--- src/rtl/udci_params.svh ---
// Register offsets, field positions, reset values and sizes of the USB control block
`ifndef UDCI_PARAMS_SVH
`define UDCI_PARAMS_SVH

// Register window on the local bus
`define UDCI_WIN_BASE 16'h4000
`define UDCI_WIN_BYTES 16'h0030
`define UDCI_OFF_CTRL 16'h4000
`define UDCI_OFF_IEN 16'h4002
`define UDCI_OFF_ISTS 16'h4004

// Control register fields
`define UDCI_CTRL_CLK_GATE 7
`define UDCI_CTRL_ZLP 6
`define UDCI_CTRL_ENUM 5
`define UDCI_CTRL_EP4_STALL 4
`define UDCI_CTRL_EP3_STALL 3
`define UDCI_CTRL_PIN_SEL 2

// Interrupt enable and status fields
`define UDCI_IRQ_SUSPEND 7
`define UDCI_IRQ_SOF 6
`define UDCI_IRQ_EP4_TX 4
`define UDCI_IRQ_EP3_RX 3
`define UDCI_IRQ_EP2_MBOX 2
`define UDCI_IRQ_EP1_MBOX 1
`define UDCI_IRQ_UPPER 0

// Writable masks; reserved bits are dropped and read as zero
`define UDCI_CTRL_WMASK 8'hfc
`define UDCI_IEN_WMASK 8'hde
`define UDCI_ISTS_W1C 8'hde

// Reset values
`define UDCI_CTRL_RST 8'h00
`define UDCI_IEN_RST 8'h00
`define UDCI_ISTS_RST 8'h00

// Endpoint 4 transmit buffer
`define UDCI_FIFO_DEPTH 32
`define UDCI_DATA_W 8

`endif

--- src/rtl/udci_pkg.sv ---
// Shared types of the USB control block
package udci_pkg;

    // Handshake returned to the USB engine
    typedef enum logic [1:0] {
        UDCI_HS_ACK = 2'h0,
        UDCI_HS_NAK = 2'h1,
        UDCI_HS_STALL = 2'h2
    } udci_hs_t;

    // Token answer state machine, Gray along idle-pop-settle
    typedef enum logic [1:0] {
        UDCI_ST_IDLE = 2'h0,
        UDCI_ST_POP = 2'h1,
        UDCI_ST_SETTLE = 2'h3
    } udci_fsm_t;

    // Events reported by the USB engine, one-cycle pulses
    typedef struct packed {
        logic suspend_req;
        logic sof;
        logic ep2_mbox_read;
        logic ep1_mbox_write;
    } udci_event_t;

    // Answer to a token
    typedef struct packed {
        logic valid;
        udci_hs_t hs;
        logic zero_len;
        logic has_data;
        logic [7:0] data;
    } udci_resp_t;

endpackage

--- src/rtl/udci_pin_sync.sv ---
// Three-flop synchroniser with agreement filter for pin inputs
`timescale 1ns/1ns
module udci_pin_sync #(
    parameter int W = 4
) (
    input wire logic core_clk_i,
    input wire logic reset_i,
    input wire logic [W-1:0] pin_i,
    output logic [W-1:0] level_o
);
    typedef struct packed {
        logic [W-1:0] s1;
        logic [W-1:0] s2;
        logic [W-1:0] s3;
        logic [W-1:0] q;
    } udci_sync_st_t;

    udci_sync_st_t st;
    udci_sync_st_t next_st;

    // First stage feeds only the second; a change counts once stages two and three agree
    always_comb begin
        next_st = st;
        next_st.s1 = pin_i;
        next_st.s2 = st.s1;
        next_st.s3 = st.s2;
        for (int i = 0; i < W; i++) begin
            if (st.s2[i] == st.s3[i]) begin
                next_st.q[i] = st.s3[i];
            end
        end
    end

    always_ff @(posedge core_clk_i) begin
        if (reset_i) begin
            st <= '0;
        end else begin
            st <= next_st;
        end
    end

    assign level_o = st.q;
endmodule

--- src/rtl/udci_fifo.sv ---
// Flop-based show-ahead FIFO with registered full and empty flags
`timescale 1ns/1ns
module udci_fifo #(
    parameter int W = 8,
    parameter int DEPTH = 32
) (
    input wire logic core_clk_i,
    input wire logic reset_i,
    input wire logic in_valid_i,
    input wire logic [W-1:0] in_data_i,
    output logic in_ready_o,
    output logic out_valid_o,
    output logic [W-1:0] out_data_o,
    input wire logic out_ready_i
);
    localparam int AW = $clog2(DEPTH);

    typedef struct packed {
        logic [DEPTH-1:0][W-1:0] mem;
        logic [AW-1:0] wr;
        logic [AW-1:0] rd;
        logic [AW:0] cnt;
        logic room;
        logic avail;
    } udci_fifo_st_t;

    udci_fifo_st_t st;
    udci_fifo_st_t next_st;
    logic push;
    logic pop;

    // Flags are stored in their port sense so ready and valid leave straight from flops
    always_comb begin
        next_st = st;
        push = in_valid_i && st.room;
        pop = out_ready_i && st.avail;
        if (push) begin
            next_st.mem[st.wr] = in_data_i;
            next_st.wr = (st.wr == AW'(DEPTH - 1)) ? '0 : st.wr + 1'b1;
        end
        if (pop) begin
            next_st.rd = (st.rd == AW'(DEPTH - 1)) ? '0 : st.rd + 1'b1;
        end
        next_st.cnt = st.cnt + {{AW{1'b0}}, push} - {{AW{1'b0}}, pop};
        next_st.room = (next_st.cnt != (AW+1)'(DEPTH));
        next_st.avail = (next_st.cnt != '0);
    end

    always_ff @(posedge core_clk_i) begin
        if (reset_i) begin
            st <= '0;
            st.room <= 1'b1;
        end else begin
            st <= next_st;
        end
    end

    assign in_ready_o = st.room;
    assign out_valid_o = st.avail;
    assign out_data_o = st.mem[st.rd];
endmodule

--- src/rtl/udci_top.sv ---
// USB device control, pin hand-over, token answers and first interrupt bank
`timescale 1ns/1ns
`include "udci_params.svh"
module udci_top #(
    parameter int DATA_W = `UDCI_DATA_W,
    parameter int FIFO_DEPTH = `UDCI_FIFO_DEPTH
) (
    input wire logic core_clk_i,
    input wire logic reset_i,
    input wire logic [15:0] bus_addr_i,
    input wire logic bus_wr_i,
    input wire logic bus_rd_i,
    input wire logic [15:0] bus_wdata_i,
    output logic [15:0] bus_rdata_o,
    output logic bus_ack_o,
    input wire logic tx_valid_i,
    input wire logic [DATA_W-1:0] tx_data_i,
    output logic tx_ready_o,
    input wire logic in_tok_ep4_i,
    input wire logic out_tok_ep3_i,
    input wire logic desc_req_i,
    input wire logic rx_valid_i,
    input wire logic [DATA_W-1:0] rx_data_i,
    output logic rx_valid_o,
    output logic [DATA_W-1:0] rx_data_o,
    output udci_pkg::udci_resp_t resp_o,
    input wire udci_pkg::udci_event_t event_i,
    input wire logic upper_irq_active_i,
    output logic usb_clock_gate_o,
    output logic pin_usb_sel_o,
    input wire logic [3:0] gpio_pin_i,
    output logic [3:0] gpio_pin_o,
    output logic [3:0] gpio_pin_oe_o,
    input wire logic [3:0] gpio_out_i,
    input wire logic [3:0] gpio_oe_i,
    output logic [3:0] gpio_in_o,
    input wire logic [3:0] usb_pin_out_i,
    input wire logic [3:0] usb_pin_oe_i,
    output logic [3:0] usb_pin_in_o,
    output logic irq_o
);
    // Whole state of the block
    typedef struct packed {
        logic [7:0] ctrl;
        logic [7:0] ien;
        logic [7:0] ists;
        logic [15:0] rdata;
        logic ack;
        logic irq;
        logic gate;
        logic sel;
        logic [3:0] pin_o;
        logic [3:0] pin_oe;
        logic [3:0] gin;
        logic [3:0] uin;
        udci_pkg::udci_resp_t resp;
        logic rx_valid;
        logic [DATA_W-1:0] rx_data;
        udci_pkg::udci_fsm_t fsm;
        logic pop;
    } udci_st_t;

    udci_st_t st;
    udci_st_t next_st;

    logic fifo_valid;
    logic [DATA_W-1:0] fifo_data;
    logic [3:0] pin_level;
    logic in_win;
    logic [15:0] off;
    logic [7:0] set_ev;
    logic [7:0] clr;
    logic [7:0] sts_rd;

    // Endpoint 4 transmit buffer; its ready back-pressures the CPU-side stream
    udci_fifo #(
        .W(DATA_W),
        .DEPTH(FIFO_DEPTH)
    ) u_tx_fifo (
        .core_clk_i(core_clk_i),
        .reset_i(reset_i),
        .in_valid_i(tx_valid_i),
        .in_data_i(tx_data_i),
        .in_ready_o(tx_ready_o),
        .out_valid_o(fifo_valid),
        .out_data_o(fifo_data),
        .out_ready_i(st.pop)
    );

    // Shared pins arrive from outside the clock domain
    udci_pin_sync #(
        .W(4)
    ) u_pin_sync (
        .core_clk_i(core_clk_i),
        .reset_i(reset_i),
        .pin_i(gpio_pin_i),
        .level_o(pin_level)
    );

    // Address decode of the 48-byte window
    always_comb begin
        off = bus_addr_i - `UDCI_WIN_BASE;
        in_win = (bus_addr_i >= `UDCI_WIN_BASE) && (off < `UDCI_WIN_BYTES);
    end

    // Main next-state logic
    always_comb begin
        next_st = st;
        set_ev = 8'h00;
        clr = 8'h00;
        sts_rd = 8'h00;
        next_st.ack = 1'b0;
        next_st.pop = 1'b0;
        next_st.resp.valid = 1'b0;
        next_st.rx_valid = 1'b0;

        // Token handling; tokens arriving while a pop settles are not answered
        unique case (st.fsm)
            udci_pkg::UDCI_ST_IDLE: begin
                if (in_tok_ep4_i) begin
                    next_st.resp.valid = 1'b1;
                    next_st.resp.zero_len = 1'b0;
                    next_st.resp.has_data = 1'b0;
                    next_st.resp.data = '0;
                    if (st.ctrl[`UDCI_CTRL_EP4_STALL]) begin
                        next_st.resp.hs = udci_pkg::UDCI_HS_STALL;
                    end else if (!fifo_valid) begin
                        if (st.ctrl[`UDCI_CTRL_ZLP]) begin
                            next_st.resp.hs = udci_pkg::UDCI_HS_ACK;
                            next_st.resp.zero_len = 1'b1;
                            next_st.ctrl[`UDCI_CTRL_ZLP] = 1'b0;
                        end else begin
                            next_st.resp.hs = udci_pkg::UDCI_HS_NAK;
                        end
                    end else begin
                        next_st.resp.hs = udci_pkg::UDCI_HS_ACK;
                        next_st.resp.has_data = 1'b1;
                        next_st.resp.data = fifo_data;
                        next_st.pop = 1'b1;
                        next_st.fsm = udci_pkg::UDCI_ST_POP;
                        set_ev[`UDCI_IRQ_EP4_TX] = 1'b1;
                    end
                end else if (out_tok_ep3_i) begin
                    next_st.resp.valid = 1'b1;
                    next_st.resp.zero_len = 1'b0;
                    next_st.resp.has_data = 1'b0;
                    next_st.resp.data = '0;
                    if (st.ctrl[`UDCI_CTRL_EP3_STALL]) begin
                        next_st.resp.hs = udci_pkg::UDCI_HS_STALL;
                    end else begin
                        next_st.resp.hs = udci_pkg::UDCI_HS_ACK;
                        set_ev[`UDCI_IRQ_EP3_RX] = 1'b1;
                    end
                end else if (desc_req_i) begin
                    next_st.resp.valid = 1'b1;
                    next_st.resp.zero_len = 1'b0;
                    next_st.resp.has_data = 1'b0;
                    next_st.resp.data = '0;
                    if (st.ctrl[`UDCI_CTRL_ENUM]) begin
                        next_st.resp.hs = udci_pkg::UDCI_HS_ACK;
                    end else begin
                        next_st.resp.hs = udci_pkg::UDCI_HS_NAK;
                    end
                end
            end
            udci_pkg::UDCI_ST_POP: begin
                next_st.fsm = udci_pkg::UDCI_ST_SETTLE;
            end
            udci_pkg::UDCI_ST_SETTLE: begin
                // Wait one cycle so the registered empty flag is current
                next_st.fsm = udci_pkg::UDCI_ST_IDLE;
            end
            default: begin
                next_st.fsm = udci_pkg::UDCI_ST_IDLE;
            end
        endcase

        // Receive data passes only while endpoint 3 is not stalled
        if (rx_valid_i && !st.ctrl[`UDCI_CTRL_EP3_STALL]) begin
            next_st.rx_valid = 1'b1;
            next_st.rx_data = rx_data_i;
        end

        // Engine events
        set_ev[`UDCI_IRQ_SUSPEND] = event_i.suspend_req;
        set_ev[`UDCI_IRQ_SOF] = event_i.sof;
        set_ev[`UDCI_IRQ_EP2_MBOX] = event_i.ep2_mbox_read;
        set_ev[`UDCI_IRQ_EP1_MBOX] = event_i.ep1_mbox_write;

        // Register writes; reserved bits are masked and always read zero
        if (bus_wr_i && in_win) begin
            next_st.ack = 1'b1;
            if (bus_addr_i == `UDCI_OFF_CTRL) begin
                next_st.ctrl = bus_wdata_i[7:0] & `UDCI_CTRL_WMASK;
                // A zero-length reply in this cycle still clears the auto reply bit
                if (next_st.resp.valid && next_st.resp.zero_len) begin
                    next_st.ctrl[`UDCI_CTRL_ZLP] = 1'b0;
                end
            end else if (bus_addr_i == `UDCI_OFF_IEN) begin
                next_st.ien = bus_wdata_i[7:0] & `UDCI_IEN_WMASK;
            end else if (bus_addr_i == `UDCI_OFF_ISTS) begin
                clr = bus_wdata_i[7:0] & `UDCI_ISTS_W1C;
            end
        end

        // Sticky status; a new event wins over a clear in the same cycle
        next_st.ists = ((st.ists & ~clr) | set_ev) & `UDCI_ISTS_W1C;

        // Register reads; bit 0 of status mirrors the second bank
        sts_rd = st.ists;
        sts_rd[`UDCI_IRQ_UPPER] = upper_irq_active_i;
        if (bus_rd_i && in_win) begin
            next_st.ack = 1'b1;
            if (bus_addr_i == `UDCI_OFF_CTRL) begin
                next_st.rdata = {8'h00, st.ctrl};
            end else if (bus_addr_i == `UDCI_OFF_IEN) begin
                next_st.rdata = {8'h00, st.ien};
            end else if (bus_addr_i == `UDCI_OFF_ISTS) begin
                next_st.rdata = {8'h00, sts_rd};
            end else begin
                next_st.rdata = 16'h0000;
            end
        end

        // Interrupt request from enabled pending status
        next_st.irq = |(next_st.ists & next_st.ien);

        // Clock gate and pin function follow the control bits
        next_st.gate = next_st.ctrl[`UDCI_CTRL_CLK_GATE];
        next_st.sel = next_st.ctrl[`UDCI_CTRL_PIN_SEL];

        // Shared pin mux; the selected function sees the filtered input level, the other reads zero
        if (st.sel) begin
            next_st.pin_o = usb_pin_out_i;
            next_st.pin_oe = usb_pin_oe_i;
            next_st.uin = pin_level;
            next_st.gin = 4'h0;
        end else begin
            next_st.pin_o = gpio_out_i;
            next_st.pin_oe = gpio_oe_i;
            next_st.gin = pin_level;
            next_st.uin = 4'h0;
        end
    end

    // State register
    always_ff @(posedge core_clk_i) begin
        if (reset_i) begin
            st <= '0;
            st.ctrl <= `UDCI_CTRL_RST;
            st.ien <= `UDCI_IEN_RST;
            st.ists <= `UDCI_ISTS_RST;
            st.fsm <= udci_pkg::UDCI_ST_IDLE;
        end else begin
            st <= next_st;
        end
    end

    // Outputs straight from state flops
    assign bus_rdata_o = st.rdata;
    assign bus_ack_o = st.ack;
    assign rx_valid_o = st.rx_valid;
    assign rx_data_o = st.rx_data;
    assign resp_o = st.resp;
    assign usb_clock_gate_o = st.gate;
    assign pin_usb_sel_o = st.sel;
    assign gpio_pin_o = st.pin_o;
    assign gpio_pin_oe_o = st.pin_oe;
    assign gpio_in_o = st.gin;
    assign usb_pin_in_o = st.uin;
    assign irq_o = st.irq;
endmodule

--- config.mk ---
export PLATFORM = sky130hd
export DESIGN_NAME = udci_top
export DESIGN_NICKNAME = d
export VERILOG_FILES = /design/src/rtl/udci_pkg.sv /design/src/rtl/udci_pin_sync.sv /design/src/rtl/udci_fifo.sv /design/src/rtl/udci_top.sv
export VERILOG_INCLUDE_DIRS = /design/src /design/src/rtl
export SDC_FILE = /design/constraint.sdc
export NUM_CORES = 1
export LEC_CHECK = 0
export BUFFER_PORTS_ARGS = -buffer_cell sky130_fd_sc_hd__buf_4
export CORE_AREA = 2 2 154 194
export CTS_CLUSTER_DIAMETER = 50
export DETAILED_ROUTE_END_ITERATION = 16
export DIE_AREA = 0 0 156 196
export PLACE_DENSITY = 0.72
export SLEW_MARGIN = 10
export SYNTH_ARGS = -nofsm -noshare
export SYNTH_HDL_FRONTEND = slang
export SYNTH_SLANG_ARGS = --single-unit
--- constraint.sdc ---
create_clock -name core_clk_i -period 4.15 [get_ports core_clk_i]
set_input_delay 0.83 -clock core_clk_i [delete_from_list [all_inputs] [get_ports core_clk_i]]
set_output_delay 0.83 -clock core_clk_i [all_outputs]
set_load 0.05 [all_outputs]
==> impl_metrics.yaml, run 1 <==
worst_setup_path:
  endpoint_kind: "flip-flop"
  cp_cell_sequence: "nand2_1 > inv_1 > ha_1 > inv_1 > ha_1 > inv_1 > fa_1 > inv_1 > a21o_1 > a21oi_1 > xnor2_1 > nor3_1 > or3b_1"
  crit_top_cell: "inv_1"
  critPathMaxFanout: 9
  cp_slowest_cell: "dfxtp_1"
  max_stage_delay_ps: 450
  cp_num_buf_inv: 4
  arrival_ps: 3250
  path_class: "reg -> reg"
  critPathTopFamily: "simple AND/OR/NAND/NOR gates"
  startpoint_type: "flip-flop"
  required_ps: 4540
  r2r_setup_slack_ps: 1290
hold_path:
  hold_path_class: "reg -> reg"
clocking:
  postCtsSetupBuffers: 0
  numClockSinks: 359
  insertion_delay_ps: 530
  clk_pin_slew_worst_paths_ps: 60
  hold_buffers: 0
  cts_buffer_depth: 3
  postCtsResizedCells: 0
  cts-root-buf: "clkbuf_16"
  h-tree-depth: 2
  cts_inserted_buffers: 36
  cts_tree: "built"
detailed_routing:
  first_pass_iters: 5
  drtIter0Drc: 922
  routedWlPerCell_um: 18.3
  ant_nets: 0
  postRouteWirelength_mm: 36.0
  num_vias: 11123
  drc: 0
  vias_per_cell: 5.67
run_status:
  status: "complete, no violations"
grt:
  grt_pass1_vias: 10929
  use_met2: 0.420
  grt_pass1_wl_mm: 56.9
  use_met3: 0.0387
  top_usage_layer: "met2"
  grt_max_degree: 144
  use_met1: 0.283
  antenna_found_initial: 1
  grt_usage: 0.233
  grt_overflow: 0
synthesis:
  yosys-top-cells-area: "dfxtp_1 46%, mux2i_1 13%, mux4_2 11%"
  postSynthRegisterBits: 359
  ys_seq_area_frac: 0.460
  synth_edf_count: 0
  avgSynthCellArea_um2: 10.1
  yosysWarnings: 0
  yosysTopAreaCell: "dfxtp_1"
  synth_cells: 1548
  synth_cell_types: 65
  ys.flop_type: "dfxtp_1"
  ys_async_sr_fraction: 0
  syn_area_um2: 15600
  yosysTopAreaCellShare: 0.460
timing:
  fin_worst_skew_ps: 20.8
  rsz0062_at_grt: "no"
  finalMaxSlewViolations: 0
  slew_headroom: 0.322
  finalSetupTns_ps: 0
  fin_crit_ps: 2860
  fmax_mhz: 350
  tightestPinTransition_ps: 1010
  period_share: 0.689
  hold_viol: 0
  hold_slack_ps: 443
  setup_viol: 0
die:
  ios: 141
  rows: 70
  start_util: 0.542
  die_y_um: 196
  die_w_um: 156
  core_um2: 28800
  dieArea_um2: 30600
placement:
  port_buffers: 123
  place_hpwl_mm: 23.3
  dp.cells: 1897
  finalWeightedCongestion: 0.820
run:
  cap_violations: 0
power:
  total_power_w: 0.00750
  power_density_nw_per_um2: 429
  p_leak_nw: 6.59
  peakVddDrop_mv: 0.287
final_layout:
  instances_no_fill: 1961
  nets: 1671
  drive_gt1_frac: 0.184
  syn2layout_area_growth_pct: 11.9
-- worst paths after layout --
| kind | start | to | cells after the start |
|---|---|---|---|
| setup / recovery | u_tx_fifo.out_valid_o | u_tx_fifo.in_ready_o | 13 |
| hold reg to reg | resp_o[8] | resp_o[8] | 2 |
| setup reg to reg | u_tx_fifo.out_valid_o | u_tx_fifo.in_ready_o | 13 |
| hold / removal | resp_o[8] | resp_o[8] | 2 |
-- layout by cell type, fill, tap and decap left out, types with 8 or more instances in the layout --
cell type / synthesis / final
dfxtp_1: 359 / 357
nor2_1: 234 / 234
mux2i_1: 210 / 210
nand2_1: 136 / 136
buf_4: 53 / 136
a21oi_1: 104 / 104
nand3_1: 81 / 81
mux4_2: 73 / 73
clkbuf_16: 0 / 37
inv_1: 18 / 18
nor2b_1: 16 / 16
and2_1: 13 / 13
ha_1: 13 / 13
clkbuf_1: 90 / 13
nor2_2: 12 / 12
o21ai_1: 9 / 9
nor3_1: 10 / 8
conb_1: 1 / 8
-- cells in the mapped netlist (all sizes together) (7+ instances only) --
cell and n:
nor2 246, nor2b 16, ha 13, o21ai 16, inv 21, and2 13
dfxtp 359, nand2 136, and3 7, clkbuf 90, mux4 80, nand3 82
mux2i 210, a211oi 7, buf 68, a21oi 104, nor3 15
-- routing by layer --
metal / vias up / part of all wire
met5: - / 0
met2: 313 / 0.51
met1: 5360 / 0.41
met3: 57 / 0.055
li1: 5393 / -
met4: 0 / 0.022
-- registers in the layout (all words and copies together) (netlist names) --
register / count
rx_valid_o: 1
u_tx_fifo.st: 272
resp_o: 13
bus_rdata_o: 8
u_tx_fifo.in_ready_o: 1
bus_ack_o: 1
u_pin_sync.level_o: 4
st: 21
irq_o: 1
u_pin_sync.st: 4
rx_data_o: 8
usb_pin_in_o: 4
gpio_pin_oe_o: 4
gpio_pin_o: 4
u_pin_sync.next_st: 8
u_tx_fifo.out_valid_o: 1
gpio_in_o: 4
-- metrics by stage --
stage	cell area (um2)	worst slack [ps]	util
6_report	17500	1290	0.606
5_1_grt	17500	1040	0.606
4_1_cts	17500	1320	0.606
3_5_place_dp	16400	1160	0.568
3_3_place_gp	16400	1170	0.568
2_1_floorplan	15600	1450	-
-- worst register-to-register path: stages, from the launching register on --
cell	delay [ps]
dfxtp_1	450
nand2_1	260
inv_1	190
ha_1	240
inv_1	50
ha_1	150
inv_1	50
fa_1	400
inv_1	80
a21o_1	110
a21oi_1	70
xnor2_1	140
nor3_1	180
or3b_1	360
-- final cells by class --
cell class	instances	area, um2
Fill cell	2414	11300
Clock buffer	53	1020
Inverter	21	78.8
Timing Repair Buffer	140	1100
Clock inverter	10	93.8
Tap cell	360	450
Multi-Input combinational cell	1017	7540
Sequential cell	359	7190
Antenna cell	1	2.50
-- report_power, final --
group / internal (W) / leakage [nW] / total [W] / switching (W)
combinational: 0.000312 / 3.15 / 0.000835 / 0.000523
clock: 0.00177 / 0.532 / 0.00307 / 0.00130
sequential: 0.00353 / 2.90 / 0.00359 / 0.0000565
total: 0.00561 / 6.59 / 0.00750 / 0.00188
-- cells by family (layout without fill, tap and decap cells) --
| family | after synthesis | after routing | synth area share |
|---|---|---|---|
| simple gates | 542 | 542 | 0.156 |
| flops | 359 | 359 | 0.460 |
| mux | 292 | 292 | 0.253 |
| buf+inv | 179 | 224 | 0.0587 |
| compound gates | 156 | 156 | 0.0567 |
| fa+ha+maj | 14 | 14 | 0.0117 |
| xor+xnor | 5 | 5 | 0.00281 |
| other cells | 1 | 9 | 0.000240 |
No activity file was read; power rests on OpenSTA's default activity.
==> run 2, diff against run 1 <==
--- a/config.mk
+++ b/config.mk
@@ -7,11 +7,11 @@
 export NUM_CORES = 1
 export LEC_CHECK = 0
 export BUFFER_PORTS_ARGS = -buffer_cell sky130_fd_sc_hd__buf_4
-export CORE_AREA = 2 2 154 194
+export CORE_AREA = 2 2 156 196
 export CTS_CLUSTER_DIAMETER = 50
 export DETAILED_ROUTE_END_ITERATION = 16
-export DIE_AREA = 0 0 156 196
-export PLACE_DENSITY = 0.72
+export DIE_AREA = 0 0 158 198
+export PLACE_DENSITY = 0.73
 export SLEW_MARGIN = 10
 export SYNTH_ARGS = -nofsm -noshare
 export SYNTH_HDL_FRONTEND = slang
==> constraint.sdc (replaced) <==
create_clock -name core_clk_i -period 2.6 [get_ports core_clk_i]
set_input_delay 0.52 -clock core_clk_i [delete_from_list [all_inputs] [get_ports core_clk_i]]
set_output_delay 0.52 -clock core_clk_i [all_outputs]
set_load 0.05 [all_outputs]
==> run 2 against run 1 <==
Compared with the run above:
- hold slack worse by 230 ps
- utilization down 0.088 points
- maximum frequency up 19%
- sequential cell count unchanged
- critical endpoint is now resp_o[7]
- largest power group unchanged
==> impl_metrics.yaml, run 2 (synthesis results as in run 1) <==
run_status:
  status: "complete, no violations"
timing:
  finalSetupTns_ps: 0
  tightestPinTransition_ps: 994
  hold_viol: 0
  fin_crit_ps: 2410
  fmax_mhz: 416
  slew_headroom: 0.337
  finalMaxSlewViolations: 0
  period_share: 0.925
  fin_worst_skew_ps: 14.7
  layout_setup_ws_ps: 194
  setup_viol: 0
  rsz0062_at_grt: "no"
final_layout:
  insertedDiodeCount: 0
  largest_reg_flops: 272
  final_common_cell: "dfxtp_1"
  drive_gt1_frac: 0.206
  top_register: "u_tx_fifo.st"
  syn2layout_area_growth_pct: 15.1
  instances_no_fill: 2037
  n_fill_cell: 2500
  most-common-layout-cells: "356 x dfxtp_1, 234 x nor2_1, 210 x mux2i_1"
  nets: 1706
clocking:
  clk_pin_slew_worst_paths_ps: 60
  numClockSinks: 359
  cts_buffer_depth: 3
  h-tree-depth: 2
  cts_inserted_buffers: 36
  insertion_delay_ps: 520
  cts_tree: "built"
  hold_buffers: 0
  cts-root-buf: "clkbuf_16"
worst_setup_path:
  endpoint_kind: "flip-flop"
  critPathMaxFanout: 16
  cp_slowest_cell: "dfxtp_4"
  startpoint_type: "flip-flop"
  cp_cell_sequence: "buf_4 > mux4_2 > mux4_2 > mux2i_1 > o21ai_1"
  path_class: "reg -> reg"
  arrival_ps: 2800
  max_stage_delay_ps: 610
  crit_top_cell: "mux4_2"
  required_ps: 2990
power:
  p_leak_nw: 6.85
  power_density_nw_per_um2: 691
  peakVddDrop_mv: 0.389
detailed_routing:
  num_vias: 11526
  first_pass_iters: 7
  drc: 0
  ant_nets: 0
  vias_per_cell: 5.66
  routedWlPerCell_um: 18.5
  postRouteWirelength_mm: 37.7
  drtIter0Drc: 799
placement:
  dp.cells: 1973
  place_hpwl_mm: 24.7
  pre_cts_slack_ps: 118
  port_buffers: 123
  finalWeightedCongestion: 0.859
die:
  rows: 71
  core_um2: 29700
  dieArea_um2: 31300
  die_w_um: 158
  die_y_um: 198
  start_util: 0.526
  ios: 141
grt:
  grt_overflow: 0
  grt_max_degree: 158
  grt_pass1_wl_mm: 59.0
  grt_pass1_vias: 11033
  antenna_found_initial: 0
  grt_usage: 0.238
run:
  cap_violations: 0
hold_path:
  hold_path_class: "in -> reg"
-- run 2: cell types whose count changed in the layout (fill, tap and decap cells not counted), moves of 3 or more --
cell / previous run / this run
buf_12: 3 / 9
buf_4: 136 / 165
clkbuf_1: 13 / 8
clkbuf_8: 3 / 12
clkinvlp_4: 3 / 0
-- run 2: power breakdown --
part	switching, W	total (W)	internal (W)	leakage [nW]
Combinational	0.000865	0.00140	0.000538	3.35
Sequential	0.0000971	0.00574	0.00564	2.90
Clock	0.00212	0.00528	0.00316	0.600
-- run 2: worst paths after layout --
kind         slack [ps]       startpoint  cells past startpoint                endpoint
max                 190  u_tx_fifo.st[8]                      5               resp_o[7]
min                 210    gpio_pin_i[3]                      2  u_pin_sync.next_st[11]
max reg2reg         190  u_tx_fifo.st[8]                      5               resp_o[7]
min reg2reg         450        resp_o[6]                      2               resp_o[6]
-- run 2: layer usage --
metal	routed length, um	vias up	share of wire	track usage
met4	1020	0	0.027	0.0757
met2	19200	348	0.51	0.430
li1	-	5469	-	-
met5	0	-	0	0
met1	15400	5644	0.41	0.291
met3	2060	65	0.055	0.0350
-- run 2: layout make-up --
type                    count  area, um2  share of cell area
repair buffers            175       1430              0.0798
inverters                  21       78.8             0.00439
flip-flops and latches    359       7190               0.400
clock buffers              57       1120              0.0624
clock inverters             7       88.8             0.00494
well taps                 401        502              0.0279
multi-input cells        1017       7550               0.420
-- run 2: timing repair --
item | in CTS | in global routing
endpoints found under the setup margin | 0 | 1
buffers inserted | 0 | 0
gates resized for setup | 0 | 1
-- run 2: critical path: cells and delay by family (launching register included) --
| kind | cells | cell delay, ps |
|---|---|---|
| multiplexers | 3 | 1340 |
| flip-flops | 1 | 610 |
| buffers and inverters | 1 | 260 |
| AO/OA/AOI/OAI | 1 | 70 |
-- run 2: per-stage QoR --
| step | utilization | instance area, um2 | power, W | hold WS, ps |
|---|---|---|---|---|
| after detailed placement | 0.565 | 16800 | 0.00723 | 436 |
| after floorplan | - | 15600 | 0.00683 | 414 |
| final | 0.606 | 18000 | 0.0124 | 209 |
| after global routing | 0.606 | 18000 | 0.0129 | 204 |
| after global placement | 0.565 | 16800 | 0.00720 | 427 |
| after CTS | 0.605 | 18000 | 0.0125 | 201 |
